`config.mk`:
```
export PLATFORM = sky130hd
export DESIGN_NAME = ulf_uart_core
export DESIGN_NICKNAME = d
export VERILOG_FILES = /design/src/rtl/ulf_pkg.sv /design/src/rtl/ulf_stream_if.sv /design/src/rtl/ulf_fifo.sv /design/src/rtl/ulf_uart_core.sv
export SDC_FILE = /design/constraint.sdc
export NUM_CORES = 1
export LEC_CHECK = 0
export BUFFER_PORTS_ARGS = -buffer_cell sky130_fd_sc_hd__buf_2
export CORE_ASPECT_RATIO = 0.6
export CORE_UTILIZATION = 65
export DETAILED_ROUTE_END_ITERATION = 8
export GPL_ROUTABILITY_DRIVEN = 1
export HOLD_SLACK_MARGIN = 0.15
export PLACE_DENSITY = 0.85
export SLEW_MARGIN = 20
export SYNTH_ARGS = -nofsm -noshare
export SYNTH_HDL_FRONTEND = slang
export SYNTH_SLANG_ARGS = --single-unit
```
`constraint.sdc`:
```
create_clock -name core_clk -period 5.5 [get_ports core_clk]
set_input_delay 0.55 -clock core_clk [delete_from_list [all_inputs] [get_ports core_clk]]
set_output_delay 0.55 -clock core_clk [all_outputs]
set_load 0.02 [all_outputs]
```
`src/rtl/ulf_pkg.sv`:
```
// Purpose: shared constants and types for the line format / baud block
// Assumes: byte-wide host port, 3-bit register offset
// Notes:   character mode only; rx fifo sits between shifter and buffer
package ulf_pkg;
   localparam logic [2:0] OFS_DATA = 3'h0;
   localparam logic [2:0] OFS_IER  = 3'h1;
   localparam logic [2:0] OFS_IIR  = 3'h2;
   localparam logic [2:0] OFS_LCR  = 3'h3;
   localparam logic [2:0] OFS_MCR  = 3'h4;
   localparam logic [2:0] OFS_LSR  = 3'h5;
   localparam logic [2:0] OFS_MSR  = 3'h6;
   localparam logic [2:0] OFS_SCR  = 3'h7;

   localparam int LCR_STOP  = 2;
   localparam int LCR_PAR   = 3;
   localparam int LCR_EVEN  = 4;
   localparam int LCR_FIX   = 5;
   localparam int LCR_BRK   = 6;
   localparam int LCR_DIVISOR_ACCESS_SELECT  = 7;
   localparam int MCR_DTR   = 0;
   localparam int MCR_RTS   = 1;

   localparam logic [7:0] RST_BYTE = 8'h00;
   localparam logic [7:0] IER_MASK = 8'h0F;
   localparam logic [7:0] MCR_MASK = 8'h1F;
   localparam logic [7:0] IIR_IDLE = 8'h01;
   localparam logic [15:0] DIV_RST = 16'h0000;

   localparam logic [4:0] TICK_MID  = 5'h07;
   localparam logic [4:0] TICK_LAST = 5'h0F;
   localparam logic [4:0] STOP_1    = 5'h0F;
   localparam logic [4:0] STOP_15   = 5'h17;
   localparam logic [4:0] STOP_2    = 5'h1F;

   localparam int RX_DEPTH = 32;
   localparam int RX_W     = 11;
   localparam int RXW_PE   = 8;
   localparam int RXW_FE   = 9;
   localparam int RXW_BI   = 10;

   typedef enum logic [4:0] {
      ULF_IDLE  = 5'b00001,
      ULF_START = 5'b00010,
      ULF_DATA  = 5'b00100,
      ULF_PAR   = 5'b01000,
      ULF_STOP  = 5'b10000
   } ulf_state_t;

   // last data bit index for the length code
   function automatic logic [2:0] ulf_last_bit(input logic [7:0] line_format_control);
      return 3'h4 + {1'b0, line_format_control[1:0]};
   endfunction

   // data bits above the length read as zero
   function automatic logic [7:0] ulf_mask(input logic [7:0] line_format_control);
      return 8'hFF >> (2'h3 - line_format_control[1:0]);
   endfunction

   // parity bit to send or expect
   function automatic logic ulf_parity(input logic [7:0] line_format_control, input logic [7:0] d);
      logic p;
      p = ^(d & ulf_mask(line_format_control));
      if (line_format_control[LCR_FIX]) begin
         return ~line_format_control[LCR_EVEN];
      end
      return line_format_control[LCR_EVEN] ? p : ~p;
   endfunction
endpackage

```
`src/rtl/ulf_stream_if.sv`:
```
// Purpose: valid/ready word carrier between block modules
// Assumes: one clock
// Notes:   word taken when valid and ready are both high
`timescale 1ns/1ps
`default_nettype none
interface ulf_stream_if #(parameter int WIDTH = 8);
   logic             valid;
   logic             ready;
   logic [WIDTH-1:0] data;
   modport src (output valid, output data, input ready);
   modport snk (input valid, input data, output ready);
endinterface
`default_nettype wire

```
`src/rtl/ulf_fifo.sv`:
```
// Purpose: synchronous word fifo
// Assumes: depth is a power of two
// Notes:   ready low when full, valid low when empty
`timescale 1ns/1ps
`default_nettype none
module ulf_fifo #(
   parameter int WIDTH = 8,
   parameter int DEPTH = 32
) (
   input wire logic    clk,
   input wire logic    rst,
   ulf_stream_if.snk   wr,
   ulf_stream_if.src   rd
);
   localparam int AW = $clog2(DEPTH);
   localparam logic [AW:0] FULL = (AW+1)'(DEPTH);

   logic [WIDTH-1:0] mem [DEPTH];
   logic [AW-1:0]    wp;
   logic [AW-1:0]    rp;
   logic [AW:0]      cnt;
   logic [AW-1:0]    next_wp;
   logic [AW-1:0]    next_rp;
   logic [AW:0]      next_cnt;
   logic             push;
   logic             pop;

   assign wr.ready = (cnt != FULL);
   assign rd.valid = (cnt != '0);
   assign rd.data  = mem[rp];
   assign push     = wr.valid && wr.ready;
   assign pop      = rd.valid && rd.ready;

   always_comb begin
      next_wp  = push ? AW'(wp + 1'b1) : wp;
      next_rp  = pop ? AW'(rp + 1'b1) : rp;
      next_cnt = cnt;
      if (push && !pop) begin
         next_cnt = (AW+1)'(cnt + 1'b1);
      end else if (pop && !push) begin
         next_cnt = (AW+1)'(cnt - 1'b1);
      end
   end

   always_ff @(posedge clk) begin
      if (rst) begin
         wp  <= '0;
         rp  <= '0;
         cnt <= '0;
      end else begin
         wp  <= next_wp;
         rp  <= next_rp;
         cnt <= next_cnt;
      end
   end

   always_ff @(posedge clk) begin
      if (push) begin
         mem[wp] <= wr.data;
      end
   end
endmodule
`default_nettype wire

```
`src/rtl/ulf_uart_core.sv`:
```
// Purpose: character framing, line status and baud generator
// Assumes: host strobes and serial input synchronous to core_clk
// Notes:   character mode; received words queue in a 32 word fifo
`timescale 1ns/1ps
`default_nettype none
module ulf_uart_core (
   input  wire logic       core_clk,
   input  wire logic       rst,
   input  wire logic [2:0] addr,
   input  wire logic       wr_stb,
   input  wire logic       rd_stb,
   input  wire logic [7:0] wdata,
   output var  logic [7:0] rdata,
   input  wire logic       serial_rx_line,
   output var  logic       serial_tx_line,
   input  wire logic       cts_n,
   input  wire logic       dsr_n,
   input  wire logic       ri_n,
   input  wire logic       dcd_n,
   output var  logic       dtr_n,
   output var  logic       rts_n
);
   // host registers and status
   logic [7:0]  line_format_control, ier, modem_control, scratch_byte, thr, rbr;
   logic [15:0] divisor;
   logic        tx_holding_empty, dr, oe, pe, fe, bi;
   logic [3:0]  msr_delta, modem_prev;
   logic [7:0]  next_lcr, next_ier, next_mcr, next_scr, next_thr, next_rbr, next_rdata;
   logic [15:0] next_divisor;
   logic        next_tx_holding_empty, next_dr, next_oe, next_pe, next_fe, next_bi;
   logic        next_dtr_n, next_rts_n;
   logic [3:0]  next_msr_delta, modem_now;
   logic        div_wr, divisor_access_select, pop_ok;
   // baud
   logic [15:0] baud_cnt, next_baud_cnt;
   logic        tick, next_tick;
   // transmitter
   ulf_pkg::ulf_state_t tx_st, next_tx_st;
   logic [7:0]  tx_sh, next_tx_sh;
   logic [2:0]  tx_bit, next_tx_bit;
   logic [4:0]  tx_tk, next_tx_tk;
   logic        tx_pbit, next_tx_pbit, next_tx_line, tx_take;
   // receiver
   ulf_pkg::ulf_state_t rx_st, next_rx_st;
   logic [7:0]  rx_sh, next_rx_sh;
   logic [2:0]  rx_bit, next_rx_bit;
   logic [4:0]  rx_tk, next_rx_tk;
   logic        rx_pbit, next_rx_pbit;
   logic        rx_push, next_rx_push;
   logic [ulf_pkg::RX_W-1:0] rx_word, next_rx_word;

   ulf_stream_if #(.WIDTH(ulf_pkg::RX_W)) rx_in ();
   ulf_stream_if #(.WIDTH(ulf_pkg::RX_W)) rx_out ();

   assign rx_in.valid  = rx_push;
   assign rx_in.data   = rx_word;
   assign rx_out.ready = pop_ok;

   ulf_fifo #(.WIDTH(ulf_pkg::RX_W), .DEPTH(ulf_pkg::RX_DEPTH)) u_rx_fifo (
      .clk (core_clk),
      .rst (rst),
      .wr  (rx_in),
      .rd  (rx_out)
   );

   assign divisor_access_select      = line_format_control[ulf_pkg::LCR_DIVISOR_ACCESS_SELECT];
   assign modem_now = {~dcd_n, ~ri_n, ~dsr_n, ~cts_n};
   assign tx_take   = (tx_st == ulf_pkg::ULF_IDLE) && !tx_holding_empty;
   // buffer may take a word when empty or being read this cycle
   assign pop_ok    = !dr || (rd_stb && addr == ulf_pkg::OFS_DATA && !divisor_access_select);

   // register file
   always_comb begin
      next_lcr       = line_format_control;
      next_ier       = ier;
      next_mcr       = modem_control;
      next_scr       = scratch_byte;
      next_thr       = thr;
      next_rbr       = rbr;
      next_divisor   = divisor;
      next_tx_holding_empty      = tx_holding_empty;
      next_dr        = dr;
      next_oe        = oe;
      next_pe        = pe;
      next_fe        = fe;
      next_bi        = bi;
      next_msr_delta = msr_delta;
      next_rdata     = rdata;
      div_wr         = 1'b0;
      if (tx_take) begin
         next_tx_holding_empty = 1'b1;
      end
      if (wr_stb) begin
         case (addr)
            ulf_pkg::OFS_DATA: begin
               if (divisor_access_select) begin
                  next_divisor[7:0] = wdata;
                  div_wr = 1'b1;
               end else begin
                  next_thr  = wdata;
                  next_tx_holding_empty = 1'b0;
               end
            end
            ulf_pkg::OFS_IER: begin
               if (divisor_access_select) begin
                  next_divisor[15:8] = wdata;
                  div_wr = 1'b1;
               end else begin
                  next_ier = wdata & ulf_pkg::IER_MASK;
               end
            end
            ulf_pkg::OFS_LCR: next_lcr = wdata;
            ulf_pkg::OFS_MCR: next_mcr = wdata & ulf_pkg::MCR_MASK;
            ulf_pkg::OFS_SCR: next_scr = wdata;
            default: ;
         endcase
      end
      if (rd_stb) begin
         case (addr)
            ulf_pkg::OFS_DATA: begin
               next_rdata = divisor_access_select ? divisor[7:0] : rbr;
               if (!divisor_access_select) begin
                  next_dr = 1'b0;
               end
            end
            ulf_pkg::OFS_IER: next_rdata = divisor_access_select ? divisor[15:8] : ier;
            ulf_pkg::OFS_IIR: next_rdata = ulf_pkg::IIR_IDLE;
            ulf_pkg::OFS_LCR: next_rdata = line_format_control;
            ulf_pkg::OFS_MCR: next_rdata = modem_control;
            ulf_pkg::OFS_LSR: begin
               // top bit stays zero in character mode
               next_rdata = {1'b0, tx_holding_empty && tx_st == ulf_pkg::ULF_IDLE, tx_holding_empty,
                             bi, fe, pe, oe, dr};
               next_oe = 1'b0;
               next_pe = 1'b0;
               next_fe = 1'b0;
               next_bi = 1'b0;
            end
            ulf_pkg::OFS_MSR: begin
               next_rdata     = {modem_now, msr_delta};
               next_msr_delta = 4'h0;
            end
            default: next_rdata = scratch_byte;
         endcase
      end
      // hardware sets win over read clears
      next_msr_delta = next_msr_delta | {modem_now[3] ^ modem_prev[3],
                       ~modem_now[2] & modem_prev[2], modem_now[1:0] ^ modem_prev[1:0]};
      if (rx_push && !rx_in.ready) begin
         next_oe = 1'b1;
      end
      if (rx_out.valid && pop_ok) begin
         next_rbr = rx_out.data[7:0];
         next_dr  = 1'b1;
         next_pe  = next_pe | rx_out.data[ulf_pkg::RXW_PE];
         next_fe  = next_fe | rx_out.data[ulf_pkg::RXW_FE];
         next_bi  = next_bi | rx_out.data[ulf_pkg::RXW_BI];
      end
      next_dtr_n = ~next_mcr[ulf_pkg::MCR_DTR];
      next_rts_n = ~next_mcr[ulf_pkg::MCR_RTS];
   end

   always_ff @(posedge core_clk) begin
      if (rst) begin
         line_format_control        <= ulf_pkg::RST_BYTE;
         ier        <= ulf_pkg::RST_BYTE;
         modem_control        <= ulf_pkg::RST_BYTE;
         scratch_byte        <= ulf_pkg::RST_BYTE;
         thr        <= ulf_pkg::RST_BYTE;
         rbr        <= ulf_pkg::RST_BYTE;
         rdata      <= ulf_pkg::RST_BYTE;
         divisor    <= ulf_pkg::DIV_RST;
         tx_holding_empty       <= 1'b1;
         dr         <= 1'b0;
         oe         <= 1'b0;
         pe         <= 1'b0;
         fe         <= 1'b0;
         bi         <= 1'b0;
         msr_delta  <= 4'h0;
         modem_prev <= 4'h0;
         dtr_n      <= 1'b1;
         rts_n      <= 1'b1;
      end else begin
         line_format_control        <= next_lcr;
         ier        <= next_ier;
         modem_control        <= next_mcr;
         scratch_byte        <= next_scr;
         thr        <= next_thr;
         rbr        <= next_rbr;
         rdata      <= next_rdata;
         divisor    <= next_divisor;
         tx_holding_empty       <= next_tx_holding_empty;
         dr         <= next_dr;
         oe         <= next_oe;
         pe         <= next_pe;
         fe         <= next_fe;
         bi         <= next_bi;
         msr_delta  <= next_msr_delta;
         modem_prev <= modem_now;
         dtr_n      <= next_dtr_n;
         rts_n      <= next_rts_n;
      end
   end

   // baud generator: one tick every divisor clocks
   always_comb begin
      next_tick     = 1'b0;
      next_baud_cnt = baud_cnt;
      if (div_wr) begin
         next_baud_cnt = next_divisor;
      end else if (baud_cnt <= 16'h0001) begin
         next_baud_cnt = divisor;
         next_tick     = (divisor != ulf_pkg::DIV_RST);
      end else begin
         next_baud_cnt = baud_cnt - 16'h0001;
      end
   end

   always_ff @(posedge core_clk) begin
      if (rst) begin
         baud_cnt <= ulf_pkg::DIV_RST;
         tick     <= 1'b0;
      end else begin
         baud_cnt <= next_baud_cnt;
         tick     <= next_tick;
      end
   end

   // transmitter, sixteen ticks per bit
   always_comb begin
      next_tx_st   = tx_st;
      next_tx_sh   = tx_sh;
      next_tx_bit  = tx_bit;
      next_tx_tk   = tx_tk;
      next_tx_pbit = tx_pbit;
      if (tx_take) begin
         next_tx_st   = ulf_pkg::ULF_START;
         next_tx_sh   = thr;
         next_tx_bit  = 3'h0;
         next_tx_tk   = 5'h00;
         next_tx_pbit = ulf_pkg::ulf_parity(line_format_control, thr);
      end else if (tick && tx_st != ulf_pkg::ULF_IDLE) begin
         next_tx_tk = tx_tk + 5'h01;
         case (tx_st)
            ulf_pkg::ULF_START: begin
               if (tx_tk == ulf_pkg::TICK_LAST) begin
                  next_tx_st = ulf_pkg::ULF_DATA;
                  next_tx_tk = 5'h00;
               end
            end
            ulf_pkg::ULF_DATA: begin
               if (tx_tk == ulf_pkg::TICK_LAST) begin
                  next_tx_tk  = 5'h00;
                  next_tx_sh  = {1'b0, tx_sh[7:1]};
                  next_tx_bit = tx_bit + 3'h1;
                  if (tx_bit == ulf_pkg::ulf_last_bit(line_format_control)) begin
                     next_tx_st = line_format_control[ulf_pkg::LCR_PAR] ? ulf_pkg::ULF_PAR
                                                        : ulf_pkg::ULF_STOP;
                  end
               end
            end
            ulf_pkg::ULF_PAR: begin
               if (tx_tk == ulf_pkg::TICK_LAST) begin
                  next_tx_st = ulf_pkg::ULF_STOP;
                  next_tx_tk = 5'h00;
               end
            end
            ulf_pkg::ULF_STOP: begin
               if (!line_format_control[ulf_pkg::LCR_STOP] && tx_tk == ulf_pkg::STOP_1) begin
                  next_tx_st = ulf_pkg::ULF_IDLE;
               end else if (line_format_control[ulf_pkg::LCR_STOP] && line_format_control[1:0] == 2'h0
                            && tx_tk == ulf_pkg::STOP_15) begin
                  next_tx_st = ulf_pkg::ULF_IDLE;
               end else if (tx_tk == ulf_pkg::STOP_2) begin
                  next_tx_st = ulf_pkg::ULF_IDLE;
               end
            end
            default: next_tx_st = ulf_pkg::ULF_IDLE;
         endcase
      end
      case (tx_st)
         ulf_pkg::ULF_START: next_tx_line = 1'b0;
         ulf_pkg::ULF_DATA:  next_tx_line = tx_sh[0];
         ulf_pkg::ULF_PAR:   next_tx_line = tx_pbit;
         default:            next_tx_line = 1'b1;
      endcase
      if (line_format_control[ulf_pkg::LCR_BRK]) begin
         next_tx_line = 1'b0;
      end
   end

   always_ff @(posedge core_clk) begin
      if (rst) begin
         tx_st          <= ulf_pkg::ULF_IDLE;
         tx_sh          <= ulf_pkg::RST_BYTE;
         tx_bit         <= 3'h0;
         tx_tk          <= 5'h00;
         tx_pbit        <= 1'b0;
         serial_tx_line <= 1'b1;
      end else begin
         tx_st          <= next_tx_st;
         tx_sh          <= next_tx_sh;
         tx_bit         <= next_tx_bit;
         tx_tk          <= next_tx_tk;
         tx_pbit        <= next_tx_pbit;
         serial_tx_line <= next_tx_line;
      end
   end

   // receiver, samples mid bit
   always_comb begin
      next_rx_st   = rx_st;
      next_rx_sh   = rx_sh;
      next_rx_bit  = rx_bit;
      next_rx_tk   = rx_tk;
      next_rx_pbit = rx_pbit;
      next_rx_push = 1'b0;
      next_rx_word = rx_word;
      case (rx_st)
         ulf_pkg::ULF_IDLE: begin
            if (!serial_rx_line) begin
               next_rx_st  = ulf_pkg::ULF_START;
               next_rx_tk  = 5'h00;
               next_rx_sh  = ulf_pkg::RST_BYTE;
               next_rx_bit = 3'h0;
            end
         end
         ulf_pkg::ULF_START: begin
            if (tick) begin
               next_rx_tk = rx_tk + 5'h01;
               if (rx_tk == ulf_pkg::TICK_MID) begin
                  next_rx_tk = 5'h00;
                  next_rx_st = serial_rx_line ? ulf_pkg::ULF_IDLE
                                              : ulf_pkg::ULF_DATA;
               end
            end
         end
         ulf_pkg::ULF_DATA: begin
            if (tick) begin
               next_rx_tk = rx_tk + 5'h01;
               if (rx_tk == ulf_pkg::TICK_LAST) begin
                  next_rx_tk          = 5'h00;
                  next_rx_sh[rx_bit]  = serial_rx_line;
                  next_rx_bit         = rx_bit + 3'h1;
                  if (rx_bit == ulf_pkg::ulf_last_bit(line_format_control)) begin
                     next_rx_st = line_format_control[ulf_pkg::LCR_PAR] ? ulf_pkg::ULF_PAR
                                                        : ulf_pkg::ULF_STOP;
                  end
               end
            end
         end
         ulf_pkg::ULF_PAR: begin
            if (tick) begin
               next_rx_tk = rx_tk + 5'h01;
               if (rx_tk == ulf_pkg::TICK_LAST) begin
                  next_rx_tk   = 5'h00;
                  next_rx_pbit = serial_rx_line;
                  next_rx_st   = ulf_pkg::ULF_STOP;
               end
            end
         end
         ulf_pkg::ULF_STOP: begin
            if (tick) begin
               next_rx_tk = rx_tk + 5'h01;
               if (rx_tk == ulf_pkg::TICK_LAST) begin
                  next_rx_push = 1'b1;
                  next_rx_st   = ulf_pkg::ULF_IDLE;
                  next_rx_word = {~serial_rx_line && rx_sh == ulf_pkg::RST_BYTE
                                  && !(line_format_control[ulf_pkg::LCR_PAR] && rx_pbit),
                                  ~serial_rx_line,
                                  line_format_control[ulf_pkg::LCR_PAR]
                                  && rx_pbit != ulf_pkg::ulf_parity(line_format_control, rx_sh),
                                  rx_sh};
               end
            end
         end
         default: next_rx_st = ulf_pkg::ULF_IDLE;
      endcase
   end

   always_ff @(posedge core_clk) begin
      if (rst) begin
         rx_st   <= ulf_pkg::ULF_IDLE;
         rx_sh   <= ulf_pkg::RST_BYTE;
         rx_bit  <= 3'h0;
         rx_tk   <= 5'h00;
         rx_pbit <= 1'b0;
         rx_push <= 1'b0;
         rx_word <= '0;
      end else begin
         rx_st   <= next_rx_st;
         rx_sh   <= next_rx_sh;
         rx_bit  <= next_rx_bit;
         rx_tk   <= next_rx_tk;
         rx_pbit <= next_rx_pbit;
         rx_push <= next_rx_push;
         rx_word <= next_rx_word;
      end
   end
endmodule
`default_nettype wire
```
==> flow_summary.ini <==
[yosys]
synth_cell_types = 86
synth_top_area_share_pct = 47.5
synth_ff_type = edfxtp_1
synthArstFlopShare_pct = 0
syn_area_per_cell_um2 = 13.7
synth_fp_nets = 1664
synth.most_common_cell = edfxtp_1
synth_area_leaders = edfxtp_1 48%, dfxtp_1 16%, mux4_2 9.1%
synth_area_leader_cell = edfxtp_1
ys_warn_count = 0
netlist_instances = 1623
yosysSeqAreaShare_pct = 63.4
ys_ff_latch = 528
synth-edff-count = 352
netlist_area_um2 = 22200
synthTopCellsByCount = 352 x edfxtp_1, 176 x dfxtp_1, 158 x nor2_1, 104 x nand2_1, 90 x mux4_2

[critical_path]
r2r_end = u_rx_fifo.cnt[4]
worstPathRequired_ns = 5.91
cp_slowest_cell = dfxtp_1
start_kind = flip-flop
crit_chain = nor2_1 > nand3_1 > a21oi_1 > buf_4 > inv_2 > ha_1 > inv_1 > fa_1 > a21o_1 > a21oi_1 > xor2_1 > nor2_1 > a21oi_1 > nor2_1
critPathMaxFanout = 22
timing.rr.start = line_format_control[7]
path_delay_family = flip-flops
end_kind = flip-flop
slowest_delay_ns = 0.87
path_depth = 14
path_buf_inv = 3
critPathArrivalTime_ns = 3.90
path_class = reg2reg
rr_worst_depth = 14
r2r_slack_ns = 2.02

[drt]
remaining_drc_errors = 0
firstDrtPassIters = 5
avgViaCountPerCell = 6.64
routedWlPerCell_um = 24.8
wirelength_mm = 52.1
first_iter_violations = 1925
drt.antenna.violating_nets = 0
vias = 14000

[timing]
report.final.slew_viol_count = 0
fin_crit_sh_pct = 63.3
finalSetupViolCount = 0
fin_crit_ns = 3.48
finClkSkew_ns = 0.0246
max_freq_ghz = 0.287
tightest_slew_ns = 1.12
hold_viol = 0
rsz0062_at_grt = false
fin_tns_setup_ns = 0
slew_headroom_pct = 25.3

[layout]
multi_input_area_um2 = 7640
antenna_cells = 0
utilization_pct = 71.6
nets = 1654
drive_above_1_share_pct = 16.3
seqCellArea_um2 = 14100
nFillCells = 2192
fin_cells = 2104
syn_to_final_growth_pct = 8.52

[run_status]
outcome = completed

[power]
powerDensity_nw_per_um2 = 398
seqPwrFrac_pct = 48.0
p_int_mw = 6.95
comb_power_share_pct = 19.6
p_leak_nw = 8.05
p_clk_share_pct = 32.5
p_sw_mw = 2.66
ir_drop_mv = 0.381
power.share.switching_pct = 27.7

[cts]
clockBufferDepth = 3
cts_resized = 0
insertion_delay_ns = 0.57
htreeDepth = 2
cts_setup_buffers = 0
clkSinkCount = 528
cts_tree = built
cts.reportedPaths.clkPinSlew_ns = 0.06
cts_buffers = 45
cts_root_buffer = clkbuf_16
cts_hold_buffers = 0

[placed_design]
dp_hpwl_mm = 33.2
gp_congestion = 0.920
io_buffers = 30
placed_cells_incl_taps = 2025

[global_route]
grt-ovfl-total = 0
antenna_found_initial = 1
grt_pass1_wl_mm = 80.0
grt_pass1_vias = 13500
grt_max_degree = 70
grt_usage_pct = 30.6

[floorplan]
dieArea_um2 = 35000
rows = 52
start_util_pct = 66.0
coreArea_um2 = 33700
die_y_um = 145
ios = 31
die_w_um = 241

[worst_hold_path]
min_delay_path_depth = 2
min_from = cts_n
whs_endpoint = modem_prev[0]
hold_class = in2reg

[flow_run]
timing.max_cap.violations = 0
[metrics by stage]
stage / hold WS, ns / area, um^2 / power (mW) / setup WS [ns]
after global placement: 0.442 / 22700 / 6.45 / 1.98
after CTS: 0.171 / 24100 / 9.62 / 2.08
after global routing: 0.186 / 24100 / 9.99 / 1.80
final: 0.194 / 24100 / 9.61 / 2.02
after floorplan: 0.420 / 22200 / 6.13 / 2.40
after detailed placement: 0.454 / 22700 / 6.54 / 1.87
[placed cells by master (no fill, tap or decap), drive strengths merged, types with 6 or more instances in the layout]
master	netlist	layout
a211oi	20	20
a21o	8	8
a21oi	89	89
a22oi	6	6
a31oi	7	7
buf	46	49
clkbuf	60	57
clkinv	0	16
dfxtp	176	176
edfxtp	352	352
ha	20	20
inv	22	23
mux2	10	10
mux2i	82	82
mux4	90	90
nand2	104	104
nand2b	24	24
nand3	27	27
nand3b	10	10
nand4	8	8
nor2	160	160
nor2b	13	13
nor3	32	32
nor4	15	15
o211ai	13	13
o21ai	42	42
o22ai	25	25
or2	10	10
or3b	6	6
or4	8	8
xnor2	34	34
xor2	13	13
[flip-flops by register name, indices dropped and copies added, names as in the netlist, 6 cells and up, named ones only]
signal and cells:
thr 8, baud_cnt 16, rx_sh 8, rdata 8
scratch_byte 8, u_rx_fifo.cnt 6, rbr 8, rx_in.data 11
u_rx_fifo.mem 352, line_format_control 8, divisor 16, tx_sh 8
[layout make-up]
type / instances / area share, %
Tap cell: 459 / 2.38
Sequential cell: 528 / 58.5
Clock buffer: 57 / 5.11
Multi-Input combinational cell: 967 / 31.7
Clock inverter: 22 / 0.757
Inverter: 22 / 0.342
Timing Repair Buffer: 49 / 1.28
[cells by family (layout without fill, tap and decap cells)]
family | after synthesis | after routing | share of synthesized area, %
AOI/OAI and AO/OA | 269 | 269 | 7.87
xor gates and xnor gates | 47 | 47 | 1.85
adders and majority gates | 21 | 21 | 1.22
buffers and inverters | 128 | 150 | 2.53
DFF | 528 | 528 | 63.4
muxes | 182 | 182 | 13.3
and+or+nand+nor | 448 | 448 | 9.85
[power by group through the flow]
stage | Clock, mW | Sequential, mW | Combinational [mW]
6_report | 3.12 | 4.61 | 1.88
5_1_grt | 3.31 | 4.64 | 2.04
4_1_cts | 3.15 | 4.61 | 1.86
3_5_place_dp | 0 | 4.70 | 1.84
3_3_place_gp | 0 | 4.69 | 1.76
2_1_floorplan | 0 | 4.50 | 1.63
[layer usage]
layer / GRT usage, % / vias up / part of all wire, %
li1: - / 6132 / -
met1: 48.3 / 7026 / 43
met2: 44.7 / 760 / 45
met3: 5.71 / 61 / 11
met4: 6.23 / 0 / 1.5
met5: 0 / - / 0
[worst register-to-register path: cells and delay by family, from the launching register on]
kind / cells / cell delay, ns
flops: 1 / 0.87
fa+ha+maj: 2 / 0.68
compound gates: 4 / 0.64
simple gates: 4 / 0.49
buf+inv: 3 / 0.49
xor+xnor: 1 / 0.17
[how the worst max path moves through the flow]
stage,from,to,slack (ns)
floorplan,addr[0],u_rx_fifo.cnt[5],2.40
global placement,addr[2],u_rx_fifo.cnt[5],1.98
detailed placement,addr[2],u_rx_fifo.cnt[5],1.87
CTS,line_format_control[7],u_rx_fifo.cnt[4],2.08
global route,line_format_control[7],u_rx_fifo.cnt[4],1.80
finish,line_format_control[7],u_rx_fifo.cnt[4],2.02
(Power assumes the default switching activity.)
